===== src/logic/rtctm_pkg.sv =====
// rtctm_pkg: offsets, field positions and reset values of the RTC timer
// and interrupt block; assumes a 32-bit register bus with byte addresses.
package rtctm_pkg;

  // ==========================================================
  // register byte offsets
  localparam logic [7:0] RTCTM_OFF_MASK = 8'h1C;
  localparam logic [7:0] RTCTM_OFF_RAW = 8'h20;
  localparam logic [7:0] RTCTM_OFF_MSK = 8'h24;
  localparam logic [7:0] RTCTM_OFF_CLR = 8'h28;
  localparam logic [7:0] RTCTM_OFF_DATA = 8'h2C;
  localparam logic [7:0] RTCTM_OFF_CTRL = 8'h30;
  localparam logic [7:0] RTCTM_OFF_RLD1 = 8'h34;
  localparam logic [7:0] RTCTM_OFF_RLD2 = 8'h38;
  localparam logic [7:0] RTCTM_OFF_PAT0 = 8'h3C;
  localparam logic [7:0] RTCTM_OFF_TRIM = 8'h50;

  // ==========================================================
  // field positions
  localparam int RTCTM_IRQ_CAL = 0;
  localparam int RTCTM_IRQ_CD = 1;
  localparam int RTCTM_CTRL_OS = 0;
  localparam int RTCTM_CTRL_EN = 1;
  localparam int RTCTM_CTRL_SS = 2;
  localparam int RTCTM_CTRL_PLEN = 4;
  localparam int RTCTM_CTRL_CLK = 11;
  localparam int RTCTM_CTRL_BYP = 12;
  localparam int RTCTM_TRIM_DIV = 0;
  localparam int RTCTM_TRIM_DROP = 16;

  // ==========================================================
  // widths and reset values
  localparam int RTCTM_PLEN_W = 7;
  localparam int RTCTM_DIV_W = 15;
  localparam int RTCTM_DROP_W = 10;
  localparam logic [31:0] RTCTM_DATA_RST = 32'h0FFFFFFF;
  localparam logic [14:0] RTCTM_DIV_RST = 15'h7FFF;
  localparam logic [9:0] RTCTM_DROP_RST = 10'h000;
  localparam logic [9:0] RTCTM_TRIM_PERIOD = 10'h3FF;
  localparam logic [1:0] RTCTM_RESP_OKAY = 2'h0;
  localparam logic [1:0] RTCTM_RESP_DECERR = 2'h3;

endpackage


===== src/logic/rtctm_tick.sv =====
// rtctm_tick: turns the slow reference clock pin into one-cycle tick
// pulses, raw and trimmed; assumes the pin is far slower than aclk.
`timescale 1ns/1ps
module rtctm_tick
  import rtctm_pkg::*;
(
  input wire logic aclk,
  input wire logic aresetn,
  input wire logic slow_ref_clock,
  input wire logic [14:0] one_hz_divider,
  input wire logic [9:0] trim_pulse_drop_count,
  output logic raw_tick,
  output logic trim_tick
);

  typedef struct packed {
    logic sync1;
    logic sync2;
    logic last;
    logic [14:0] div_cnt;
    logic [9:0] cyc;
    logic raw_tick;
    logic trim_tick;
  } rtctm_tick_t;

  rtctm_tick_t s;
  rtctm_tick_t next_s;

  // ==========================================================
  // synchroniser, edge detect, divider with pulse deletion
  always_comb begin
    next_s = s;
    next_s.sync1 = slow_ref_clock;
    next_s.sync2 = s.sync1;
    next_s.last = s.sync2;
    next_s.raw_tick = s.sync2 & ~s.last;
    next_s.trim_tick = 1'b0;
    if (s.sync2 && !s.last) begin
      if (s.cyc == RTCTM_TRIM_PERIOD - 10'h001) begin
        next_s.cyc = 10'h000;
      end else begin
        next_s.cyc = s.cyc + 10'h001;
      end
      // deleted pulses never reach the divider
      if (s.cyc >= trim_pulse_drop_count) begin
        if (s.div_cnt >= one_hz_divider) begin
          next_s.div_cnt = 15'h0000;
          next_s.trim_tick = 1'b1;
        end else begin
          next_s.div_cnt = s.div_cnt + 15'h0001;
        end
      end
    end
  end

  always_ff @(posedge aclk) begin
    if (!aresetn) begin
      s <= '0;
    end else begin
      s <= next_s;
    end
  end

  assign raw_tick = s.raw_tick;
  assign trim_tick = s.trim_tick;

endmodule


===== src/logic/rtctm_timer.sv =====
// rtctm_timer: countdown timer with pattern-chosen reloads, plus the
// calendar and timer interrupt flags, behind an AXI4-Lite slave.
// assumes calendar_match is a one-cycle pulse from aclk-domain logic.
//
// Behaviour
// - mask bit 0 enables the calendar interrupt, cleared at reset.
// - mask bit 1 enables the countdown interrupt, cleared at reset.
// - raw status shows both event flags regardless of mask.
// - masked status is raw AND enable and drives both interrupt outputs.
// - writing 1 to clear bits drops the flag; 0 does nothing.
// - periodic mode: at zero raise event, reload, keep counting.
// - one-shot mode: at zero raise event, then stop.
// - run-enable takes effect on the next slow tick; reads return it.
// - stopped counter holds its value.
// - writing a reload value while stopped sets run-enable.
// - one-shot zero clears run-enable in hardware.
// - with self-start set, reload or pattern writes set run-enable.
// - seven-bit pattern length bounds the pattern pointer.
// - clock select picks raw or trimmed slow clock.
// - gating bypass keeps the timer clock running always.
// - two 32-bit reload values, reset to zero.
// - pattern words for bits 31:0 and 63:32, reset to zero.
// - data register shows counter, reset 0x0FFFFFFF.
// - pattern words for bits 95:64 and 127:96 extend it.
// - trimmed clock is divider+1 with pulse deletion per 1023.
`timescale 1ns/1ps
module rtctm_timer
  import rtctm_pkg::*;
#(
  parameter int PAT_WORDS = 4
)(
  input wire logic aclk,
  input wire logic aresetn,
  input wire logic [7:0] awaddr,
  input wire logic awvalid,
  output logic awready,
  input wire logic [31:0] wdata,
  input wire logic [3:0] wstrb,
  input wire logic wvalid,
  output logic wready,
  output logic [1:0] bresp,
  output logic bvalid,
  input wire logic bready,
  input wire logic [7:0] araddr,
  input wire logic arvalid,
  output logic arready,
  output logic [31:0] rdata,
  output logic [1:0] rresp,
  output logic rvalid,
  input wire logic rready,
  input wire logic slow_ref_clock,
  input wire logic calendar_match,
  output logic calendar_irq_out,
  output logic countdown_irq_out,
  output logic timer_clock_active
);

  // refuse pattern sizes that the word decode cannot serve
  if (PAT_WORDS < 1 || PAT_WORDS > 4) begin : g_bad_words
    $error("PAT_WORDS must lie in 1..4");
  end

  typedef struct packed {
    logic [1:0] irq_en;
    logic cal_flag;
    logic cd_flag;
    logic cal_irq;
    logic cd_irq;
    logic single_run_select;
    logic en;
    logic running;
    logic self_start;
    logic [6:0] reload_pattern_length;
    logic clk_sel;
    logic bypass;
    logic [31:0] reload1;
    logic [31:0] reload2;
    logic [127:0] pattern;
    logic [6:0] ptr;
    logic [31:0] count;
    logic [14:0] divider;
    logic [9:0] drop;
    logic clk_active;
    logic aw_have;
    logic [7:0] aw_addr;
    logic w_have;
    logic [31:0] w_data;
    logic [3:0] w_strb;
    logic aw_rdy;
    logic w_rdy;
    logic b_valid;
    logic [1:0] b_resp;
    logic ar_rdy;
    logic r_valid;
    logic [31:0] r_data;
    logic [1:0] r_resp;
  } rtctm_state_t;

  rtctm_state_t s;
  rtctm_state_t next_s;
  logic raw_tick;
  logic trim_tick;
  logic tick;
  logic zero_hit;
  logic wr_commit;
  logic [31:0] wr_mask;
  logic [31:0] reload_sel;

  rtctm_tick u_tick (
    .aclk(aclk),
    .aresetn(aresetn),
    .slow_ref_clock(slow_ref_clock),
    .one_hz_divider(s.divider),
    .trim_pulse_drop_count(s.drop),
    .raw_tick(raw_tick),
    .trim_tick(trim_tick)
  );

  // ==========================================================
  // timer clock: selection and gating
  // gated: ticks only reach the counter while running, starting or bypassed
  assign tick = (s.clk_sel ? trim_tick : raw_tick)
    & (s.bypass | s.en | s.running);
  assign zero_hit = tick && s.running && s.count == 32'h00000000;
  assign reload_sel = s.pattern[s.ptr] ? s.reload2 : s.reload1;
  assign wr_commit = s.aw_have && s.w_have && !s.b_valid;
  assign wr_mask = {{8{s.w_strb[3]}}, {8{s.w_strb[2]}},
                    {8{s.w_strb[1]}}, {8{s.w_strb[0]}}};

  function automatic logic [31:0] merge(input logic [31:0] old,
                                        input logic [31:0] dat,
                                        input logic [31:0] msk);
    merge = (old & ~msk) | (dat & msk);
  endfunction

  function automatic logic [31:0] read_reg(input rtctm_state_t st,
                                           input logic [7:0] a,
                                           output logic hit);
    logic [7:0] pidx;
    pidx = (a - RTCTM_OFF_PAT0) >> 2;
    hit = 1'b1;
    read_reg = 32'h00000000;
    case (a)
      RTCTM_OFF_MASK: read_reg[1:0] = st.irq_en;
      RTCTM_OFF_RAW: read_reg[1:0] = {st.cd_flag, st.cal_flag};
      RTCTM_OFF_MSK: read_reg[1:0] = {st.cd_irq, st.cal_irq};
      RTCTM_OFF_CLR: read_reg = 32'h00000000;
      RTCTM_OFF_DATA: read_reg = st.count;
      RTCTM_OFF_CTRL: begin
        read_reg[RTCTM_CTRL_OS] = st.single_run_select;
        read_reg[RTCTM_CTRL_EN] = st.en;
        read_reg[RTCTM_CTRL_SS] = st.self_start;
        read_reg[RTCTM_CTRL_PLEN +: RTCTM_PLEN_W] =
          st.reload_pattern_length;
        read_reg[RTCTM_CTRL_CLK] = st.clk_sel;
        read_reg[RTCTM_CTRL_BYP] = st.bypass;
      end
      RTCTM_OFF_RLD1: read_reg = st.reload1;
      RTCTM_OFF_RLD2: read_reg = st.reload2;
      RTCTM_OFF_TRIM: begin
        read_reg[RTCTM_TRIM_DIV +: RTCTM_DIV_W] = st.divider;
        read_reg[RTCTM_TRIM_DROP +: RTCTM_DROP_W] = st.drop;
      end
      default: begin
        if (a >= RTCTM_OFF_PAT0 && a[1:0] == 2'h0 &&
            pidx < 8'(PAT_WORDS)) begin
          read_reg = st.pattern[pidx[1:0] * 32 +: 32];
        end else begin
          hit = 1'b0;
        end
      end
    endcase
  endfunction

  // ==========================================================
  // next state
  always_comb begin
    logic [7:0] a;
    logic [7:0] pidx;
    logic [31:0] d;
    logic rd_hit;
    logic pat_wr;
    logic load_wr;
    a = s.aw_addr;
    pidx = (a - RTCTM_OFF_PAT0) >> 2;
    d = s.w_data;
    rd_hit = 1'b0;
    pat_wr = 1'b0;
    load_wr = 1'b0;
    next_s = s;

    // countdown on the selected slow tick
    if (tick) begin
      if (s.running) begin
        if (s.count == 32'h00000000) begin
          if (s.single_run_select) begin
            next_s.en = 1'b0;
            next_s.running = 1'b0;
          end else begin
            next_s.count = reload_sel;
            if (s.ptr + 7'h01 >= s.reload_pattern_length) begin
              next_s.ptr = 7'h00;
            end else begin
              next_s.ptr = s.ptr + 7'h01;
            end
            next_s.running = s.en;
          end
        end else begin
          next_s.count = s.count - 32'h00000001;
          next_s.running = s.en;
        end
      end else begin
        next_s.running = s.en;
      end
    end

    // software writes; hardware sets of the flags below win
    if (wr_commit) begin
      next_s.b_valid = 1'b1;
      next_s.b_resp = RTCTM_RESP_OKAY;
      next_s.aw_have = 1'b0;
      next_s.w_have = 1'b0;
      case (a)
        RTCTM_OFF_MASK: begin
          if (s.w_strb[0]) begin
            next_s.irq_en = d[1:0];
          end
        end
        RTCTM_OFF_CLR: begin
          if (s.w_strb[0] && d[RTCTM_IRQ_CAL]) begin
            next_s.cal_flag = 1'b0;
          end
          if (s.w_strb[0] && d[RTCTM_IRQ_CD]) begin
            next_s.cd_flag = 1'b0;
          end
        end
        RTCTM_OFF_CTRL: begin
          if (s.w_strb[0]) begin
            next_s.single_run_select = d[RTCTM_CTRL_OS];
            next_s.en = d[RTCTM_CTRL_EN];
            next_s.self_start = d[RTCTM_CTRL_SS];
          end
          next_s.reload_pattern_length = 7'(merge(
            32'(s.reload_pattern_length) << RTCTM_CTRL_PLEN, d,
            wr_mask) >> RTCTM_CTRL_PLEN);
          if (s.w_strb[1]) begin
            next_s.clk_sel = d[RTCTM_CTRL_CLK];
            next_s.bypass = d[RTCTM_CTRL_BYP];
          end
        end
        RTCTM_OFF_RLD1: begin
          next_s.reload1 = merge(s.reload1, d, wr_mask);
          load_wr = 1'b1;
        end
        RTCTM_OFF_RLD2: begin
          next_s.reload2 = merge(s.reload2, d, wr_mask);
          load_wr = 1'b1;
        end
        RTCTM_OFF_TRIM: begin
          next_s.divider = 15'(merge(32'(s.divider), d, wr_mask));
          next_s.drop = 10'(merge(32'(s.drop),
            d >> RTCTM_TRIM_DROP, wr_mask >> RTCTM_TRIM_DROP));
        end
        RTCTM_OFF_RAW, RTCTM_OFF_MSK, RTCTM_OFF_DATA: begin
          next_s.b_resp = RTCTM_RESP_OKAY;
        end
        default: begin
          if (a >= RTCTM_OFF_PAT0 && a[1:0] == 2'h0 &&
              pidx < 8'(PAT_WORDS)) begin
            next_s.pattern[pidx[1:0] * 32 +: 32] = merge(
              s.pattern[pidx[1:0] * 32 +: 32], d, wr_mask);
            pat_wr = 1'b1;
          end else begin
            next_s.b_resp = RTCTM_RESP_DECERR;
          end
        end
      endcase
      // a stopped counter picks up the freshly written value
      if (load_wr && !s.running) begin
        next_s.count = merge(a == RTCTM_OFF_RLD1 ? s.reload1 : s.reload2,
                             d, wr_mask);
        next_s.en = 1'b1;
      end
      if ((load_wr || pat_wr) && s.self_start) begin
        next_s.en = 1'b1;
      end
    end

    // event flags: set after clear so a same-cycle event survives
    if (zero_hit) begin
      next_s.cd_flag = 1'b1;
    end
    if (calendar_match) begin
      next_s.cal_flag = 1'b1;
    end
    next_s.cal_irq = next_s.cal_flag & next_s.irq_en[RTCTM_IRQ_CAL];
    next_s.cd_irq = next_s.cd_flag & next_s.irq_en[RTCTM_IRQ_CD];
    next_s.clk_active = next_s.bypass | next_s.en | next_s.running;

    // bus handshakes
    if (awvalid && s.aw_rdy) begin
      next_s.aw_have = 1'b1;
      next_s.aw_addr = awaddr;
    end
    if (wvalid && s.w_rdy) begin
      next_s.w_have = 1'b1;
      next_s.w_data = wdata;
      next_s.w_strb = wstrb;
    end
    if (s.b_valid && bready) begin
      next_s.b_valid = 1'b0;
    end
    if (s.r_valid && rready) begin
      next_s.r_valid = 1'b0;
    end
    if (arvalid && s.ar_rdy) begin
      next_s.r_valid = 1'b1;
      next_s.r_data = read_reg(s, araddr, rd_hit);
      next_s.r_resp = rd_hit ? RTCTM_RESP_OKAY : RTCTM_RESP_DECERR;
    end
    next_s.aw_rdy = !next_s.aw_have && !next_s.b_valid;
    next_s.w_rdy = !next_s.w_have && !next_s.b_valid;
    next_s.ar_rdy = !next_s.r_valid;
  end

  always_ff @(posedge aclk) begin
    if (!aresetn) begin
      s <= '0;
      s.count <= RTCTM_DATA_RST;
      s.divider <= RTCTM_DIV_RST;
      s.drop <= RTCTM_DROP_RST;
    end else begin
      s <= next_s;
    end
  end

  assign awready = s.aw_rdy;
  assign wready = s.w_rdy;
  assign bvalid = s.b_valid;
  assign bresp = s.b_resp;
  assign arready = s.ar_rdy;
  assign rvalid = s.r_valid;
  assign rdata = s.r_data;
  assign rresp = s.r_resp;
  assign calendar_irq_out = s.cal_irq;
  assign countdown_irq_out = s.cd_irq;
  assign timer_clock_active = s.clk_active;
endmodule


===== config.mk =====
export PLATFORM = sky130hd
export DESIGN_NAME = rtctm_timer
export DESIGN_NICKNAME = d
export VERILOG_FILES = /design/src/logic/rtctm_pkg.sv /design/src/logic/rtctm_tick.sv /design/src/logic/rtctm_timer.sv
export SDC_FILE = /design/constraint.sdc
export NUM_CORES = 1
export LEC_CHECK = 0
export ABC_AREA = 1
export BUFFER_PORTS_ARGS = -buffer_cell sky130_fd_sc_hd__buf_4
export CAP_MARGIN = 20
export CORE_MARGIN = 8
export CORE_UTILIZATION = 30
export DETAILED_ROUTE_END_ITERATION = 8
export HOLD_SLACK_MARGIN = 0.06
export PLACE_DENSITY = 0.57
export SYNTH_ARGS = -nofsm -noshare
export SYNTH_HDL_FRONTEND = slang
export SYNTH_SLANG_ARGS = --single-unit

===== constraint.sdc =====
create_clock -name aclk -period 3.2 [get_ports aclk]
set_input_delay 0.64 -clock aclk [delete_from_list [all_inputs] [get_ports aclk]]
set_output_delay 0.64 -clock aclk [all_outputs]
set_load 0.05 [all_outputs]

Word-level counts from Yosys, hierarchy flattened --
Cells that the tools add are included.
Cells by class: add/subtract/negate cells 7, order comparisons 8, eq/ne operators 19, shift-type cells 4, multiplexer cells 69, bitwise operators 29, reductions and logical operators 47
Operator list (count):
- 2-to-1 mux 32 bit | 10
- 2-to-1 mux 128 bit | 2
- indexed part select 128 x 8 -> 32 bit | 2
- 2-to-1 mux 193 bit | 1
- bitwise AND 32 bit | 5
- bitwise mux 128 bit | 1
- bitwise OR 32 bit | 4
- variable shift 32 x 34 -> 128 bit, first input constant | 1
- indexed part select 32 x 34 -> 128 bit | 1
- equality test 8 x 6 -> 1 bit, second input constant | 14
- 2-to-1 mux 57 bit | 1
- one-hot mux 9 bit (6 select lines) | 1
- one-hot mux 10 bit (5 select lines) | 1
- 2-to-1 mux 37 bit | 1
- 2-to-1 mux 35 bit | 1
- negation 7 -> 34 bit | 1
- logical NOT 32 bit | 1
- inverter 32 bit | 1
- subtractor 32 x 1 -> 32 bit, second input constant | 1
- 2-to-1 mux 1 bit | 29
- 2-to-1 mux 25 bit | 1
- one-hot mux 6 bit (4 select lines) | 1
- bitwise AND 10 bit | 2
- logical AND 1 bit | 20
- other kinds (46) | 80
Storage, ports and cells: register bits after elaboration 393, input bits 61, word-level logic and storage cells 223

Logic depth before layout (Yosys ltp) --
depth after elaboration 12, mapped depth 21

Hierarchy --
Synthesis repeated with hierarchy kept, for this count alone.
Unflattened totals: cells, all modules 3508, area total of the unflattened synthesis 23363.7 µm²
By module, submodules not included:
- rtctm_timer | times used 1, cells each 3167, area each 21100.2 µm²
- rtctm_tick | times used 1, cells each 341, area each 2263.4 µm²

Worst setup path after synthesis --
No wires, ideal clock.
kind flip-flop to flip-flop, from register s[80] in the netlist's numbering, to register with a tool-made name, library setup time 86 ps, arrival 2603 ps, data required time 3114 ps, setup slack 512 ps, cell stages (with the launch flop) 12, path buffers 4, cell sequence dfxtp_1 inv_1 clkbuf_1 ha_1 inv_1 clkbuf_1 nand2_1 nor2_1 clkbuf_1 clkbuf_1 a21oi_1 a211oi_1
RTL lines:
- from (decl) | line rtctm_timer.sv:99 | rtctm_state_t s;
- from (signal assigned) | line rtctm_timer.sv:333 | s <= next_s;

Worst setup path after layout --
from register s[148] in the netlist's numbering, to register s[126] in the netlist's numbering
On the way: longest elaborated chain between the ends 9
RTL lines:
- binary-select mux 1 bit (select 7 bit) (*) | line rtctm_timer.sv:125 | assign reload_sel = s.pattern[s.ptr] ? s.reload2 : s.reload1;
- 2-to-1 mux 1 bit (not written as such) (*) | line rtctm_timer.sv:125
- 2-to-1 mux 32 bit (*) | line rtctm_timer.sv:125
- 2-to-1 mux 32 bit (*) | line rtctm_timer.sv:196 | if (s.single_run_select) begin
- 2-to-1 mux 32 bit (*) | line rtctm_timer.sv:195 | if (s.count == 32'h00000000) begin
- 2-to-1 mux 32 bit (*) | line rtctm_timer.sv:194 | if (s.running) begin
- 2-to-1 mux 32 bit (*) | line rtctm_timer.sv:193 | if (tick) begin
- 2-to-1 mux 32 bit | line rtctm_timer.sv:279 | if (load_wr && !s.running) begin
- 2-to-1 mux 57 bit (*) | line rtctm_timer.sv:218 | if (wr_commit) begin
Mark *: on every way between the ends. The rest lies on a longest branch, timed or not. The select of a mux whose other input is x is not followed. A chain may end at the register's enable or synchronous reset.

==> metrics.cfg <==
[hold_path]
worstHoldStart = slow_ref_clock
min_to = u_tick.next_s[28]$_SDFF_PN0_
hp-class = in2reg
holdPathStages = 3

[synthesis]
synthXorXnorAreaFrac_pct = 0.853
avgSynthCellArea_um2 = 6.60
synthFlopType = dfxtp_1
synth_warnings = 0
synth_fp_nets = 3533
synthAdderAreaFrac_pct = 2.66
yosysUniqueCellTypes = 48
synth-simple-area-share_pct = 22.4
synth_edf_count = 0
ys_seq_elements = 391
synth_top_family_by_area = compound AO/OA/AOI/OAI gates
syn_inst = 3424
synth_compound_area_share_pct = 27.4
synth_mux_area_share_pct = 0.0499
seq_area_frac_synth_pct = 34.7
async_flop_share_pct = 0
synth_area_um2 = 22600

[setup_path]
cpLargestDelayFamily = simple AND/OR/NAND/NOR gates
cpPeakStageDelay_ns = 0.61
cp_max_fo = 47
path_buf_inv = 3
rr_startpoint = s[148]$_SDFFE_PN0P_
crit_type = reg2reg
critPathSlowestCell = dfxtp_1
critPathArrivalTime_ns = 3.24
end_kind = register
ff2ff_setup_slack_ns = 0.44
rr_worst_depth = 14
crit_chain = clkinv_1 > nand3_1 > nand3_1 > nand3_1 > nand3_2 > nand2_2 > buf_12 > inv_2 > nand2_1 > nand3_1 > nand2_1 > o21ai_1 > nand2_1 > nand2_1
crit_required_ns = 3.68
cp-start-kind = register
r2r_end = s[126]$_SDFF_PN1_

[grt]
antenna_found_initial = 0
grt_first_pass_wirelength_um = 135000
grt-ovfl-total = 0
grt_usage_pct = 19.9
grt_max_degree = 76
first_global_vias = 22100

[sta]
fin_crit_ns = 2.76
slew_violations = 0
timing.hold.ws_ns = 0.246
fin_worst_skew_ns = 0.0279
relSlewSlack_pct = 35.0
fmax_ghz = 0.363
rsz0062_at_grt = false
hold_viol = 0
tightestPinTransition_ns = 0.974
setup_tns_ns = 0
setup_violations = 0
period_share_pct = 86.1

[routing]
via_per_inst = 5.42
drt-total-wl_um = 88200
first_iter_violations = 3049
drc = 0
wire_per_inst_um = 20.0
drtAntennaViolNets = 0
firstDrtPassIters = 6
vias = 23900

[clock_tree]
cts_tree = built
clk_pin_slew_ns = 0.06
ctsResizeCount = 0
cts.path.max_buffers = 3
postCtsSetupRepairBufs = 0
htree_levels = 2
cts_sinks = 391
cts_hold_buf = 0
cts-root-buf = clkbuf_16
cts_buffers = 46
insertion_delay_ns = 0.60

[final_layout]
diodes = 0
design_area_um2 = 25900
nNetsFinal = 3511
fin_cells = 4405
drive_gt1_share_pct = 9.52
syn2layout_area_growth_pct = 14.8
fill_cells = 8022

[status]
status = completed

[floorplan]
rows = 100
die_h_um = 290
fp.dieW_um = 290
core_area_um2 = 74400
dieArea_um2 = 84300
start_util_pct = 30.3
ios = 105

[placed_design]
place_area_um2 = 24200
io_buffers = 104
gp_congestion = 0.934
hpwl_um = 61600
dp_cells = 4323

[run]
drv_cap = 0

[power]
p_per_area_nw_per_um2 = 470
vdd_ir_drop_max_uv = 281
power.total_uw = 12200
leakage_uw = 0.0105

-- where the power goes --
group	internal [µW]	switching [µW]	total (µW)
registers	4950	104	5060
clock network	3660	2300	5960
logic	331	853	1180
total	8940	3250	12200
-- cell usage in the layout, fill, tap and decap left out, types with 31 or more instances in the layout --
cell	count
a211oi_1	77
a21oi_1	424
a31oi_1	41
buf_4	173
clkbuf_16	48
dfxtp_1	389
ha_1	48
inv_1	368
nand2_1	630
nand3_1	224
nor2_1	247
nor3_1	53
o21ai_0	335
o21ai_1	69
o221ai_1	42
o22ai_1	31
-- worst reg2reg max path, stage by stage (launching register included) --
cell and delay, ns:
dfxtp_1 0.61, clkinv_1 0.47, nand3_1 0.27, nand3_1 0.15
nand3_1 0.14, nand3_2 0.10, nand2_2 0.11, buf_12 0.25
inv_2 0.15, nand2_1 0.08, nand3_1 0.07, nand2_1 0.07
o21ai_1 0.07, nand2_1 0.08, nand2_1 0.05
-- layer usage --
metal | share of wire [%] | GRT usage (%) | routed length, µm | vias to the layer above
met1 | 47 | 29.2 | 41100 | 11000
met3 | 9.9 | 4.07 | 8760 | 169
met5 | 0 | 0 | 0 | -
met2 | 39 | 27.9 | 34800 | 1209
li1 | - | - | - | 11500
met4 | 4.0 | 8.27 | 3560 | 0
-- cell families after synthesis --
group           Yosys count
simple gates           1215
compound gates         1094
buf+inv                 653
flops                   391
fa+ha+maj                48
xor+xnor                 22
mux                       1
-- stage by stage --
step | utilization, % | setup WS (ns)
4_1_cts | 34.8 | 0.509
6_report | 34.8 | 0.444
5_1_grt | 34.8 | 0.191
3_3_place_gp | 32.6 | 0.536
3_5_place_dp | 32.6 | 0.517
2_1_floorplan | - | 0.512
-- worst max path at each step --
stage / startpoint / end / slack (ns) / depth (start not counted)
3_3_place_gp: araddr[2] / rdata[28]$_SDFFE_PN0P_ / 0.54 / 10
4_1_cts: s[81]$_SDFFE_PN0P_ / register / 0.51 / 13
5_1_grt: s[81]$_SDFFE_PN0P_ / register / 0.19 / 13
3_5_place_dp: araddr[7] / rdata[10]$_SDFFE_PN0P_ / 0.52 / 13
6_report: s[148]$_SDFFE_PN0P_ / s[126]$_SDFF_PN1_ / 0.44 / 14
2_1_floorplan: s[80]$_SDFFE_PN0P_ / register / 0.51 / 11
-- cells in the mapped netlist (18+ instances only) --
cell type / n / share of area, %
o21ai_1: 69 / 1.5
a211oi_1: 77 / 2.6
o22ai_1: 31 / 0.86
nor3_1: 54 / 1.2
o211ai_1: 30 / 1.0
o21ai_0: 335 / 7.4
a221oi_1: 18 / 0.70
a21oi_1: 424 / 9.4
o221ai_1: 42 / 1.6
ha_1: 48 / 2.7
inv_2: 18 / 0.30
buf_2: 38 / 0.84
nand3_1: 224 / 5.0
inv_1: 369 / 6.1
nand2_1: 635 / 11
buf_4: 38 / 1.3
a31oi_1: 41 / 1.1
xor2_1: 21 / 0.81
dfxtp_1: 391 / 35
nor2_1: 252 / 4.2
clkbuf_1: 166 / 2.8
nand4_1: 20 / 0.55
-- area by class of cell --
type / instances / area, µm² / share of cell area [%]
clock buffers: 65 / 1350 / 5.19
well taps: 969 / 1210 / 4.67
repair buffers: 191 / 1650 / 6.36
inverters: 392 / 1480 / 5.69
clock inverters: 17 / 345 / 1.33
flip-flops and latches: 391 / 7830 / 30.2
multi-input cells: 2380 / 12100 / 46.6
Power figures use the tool's default switching activity.
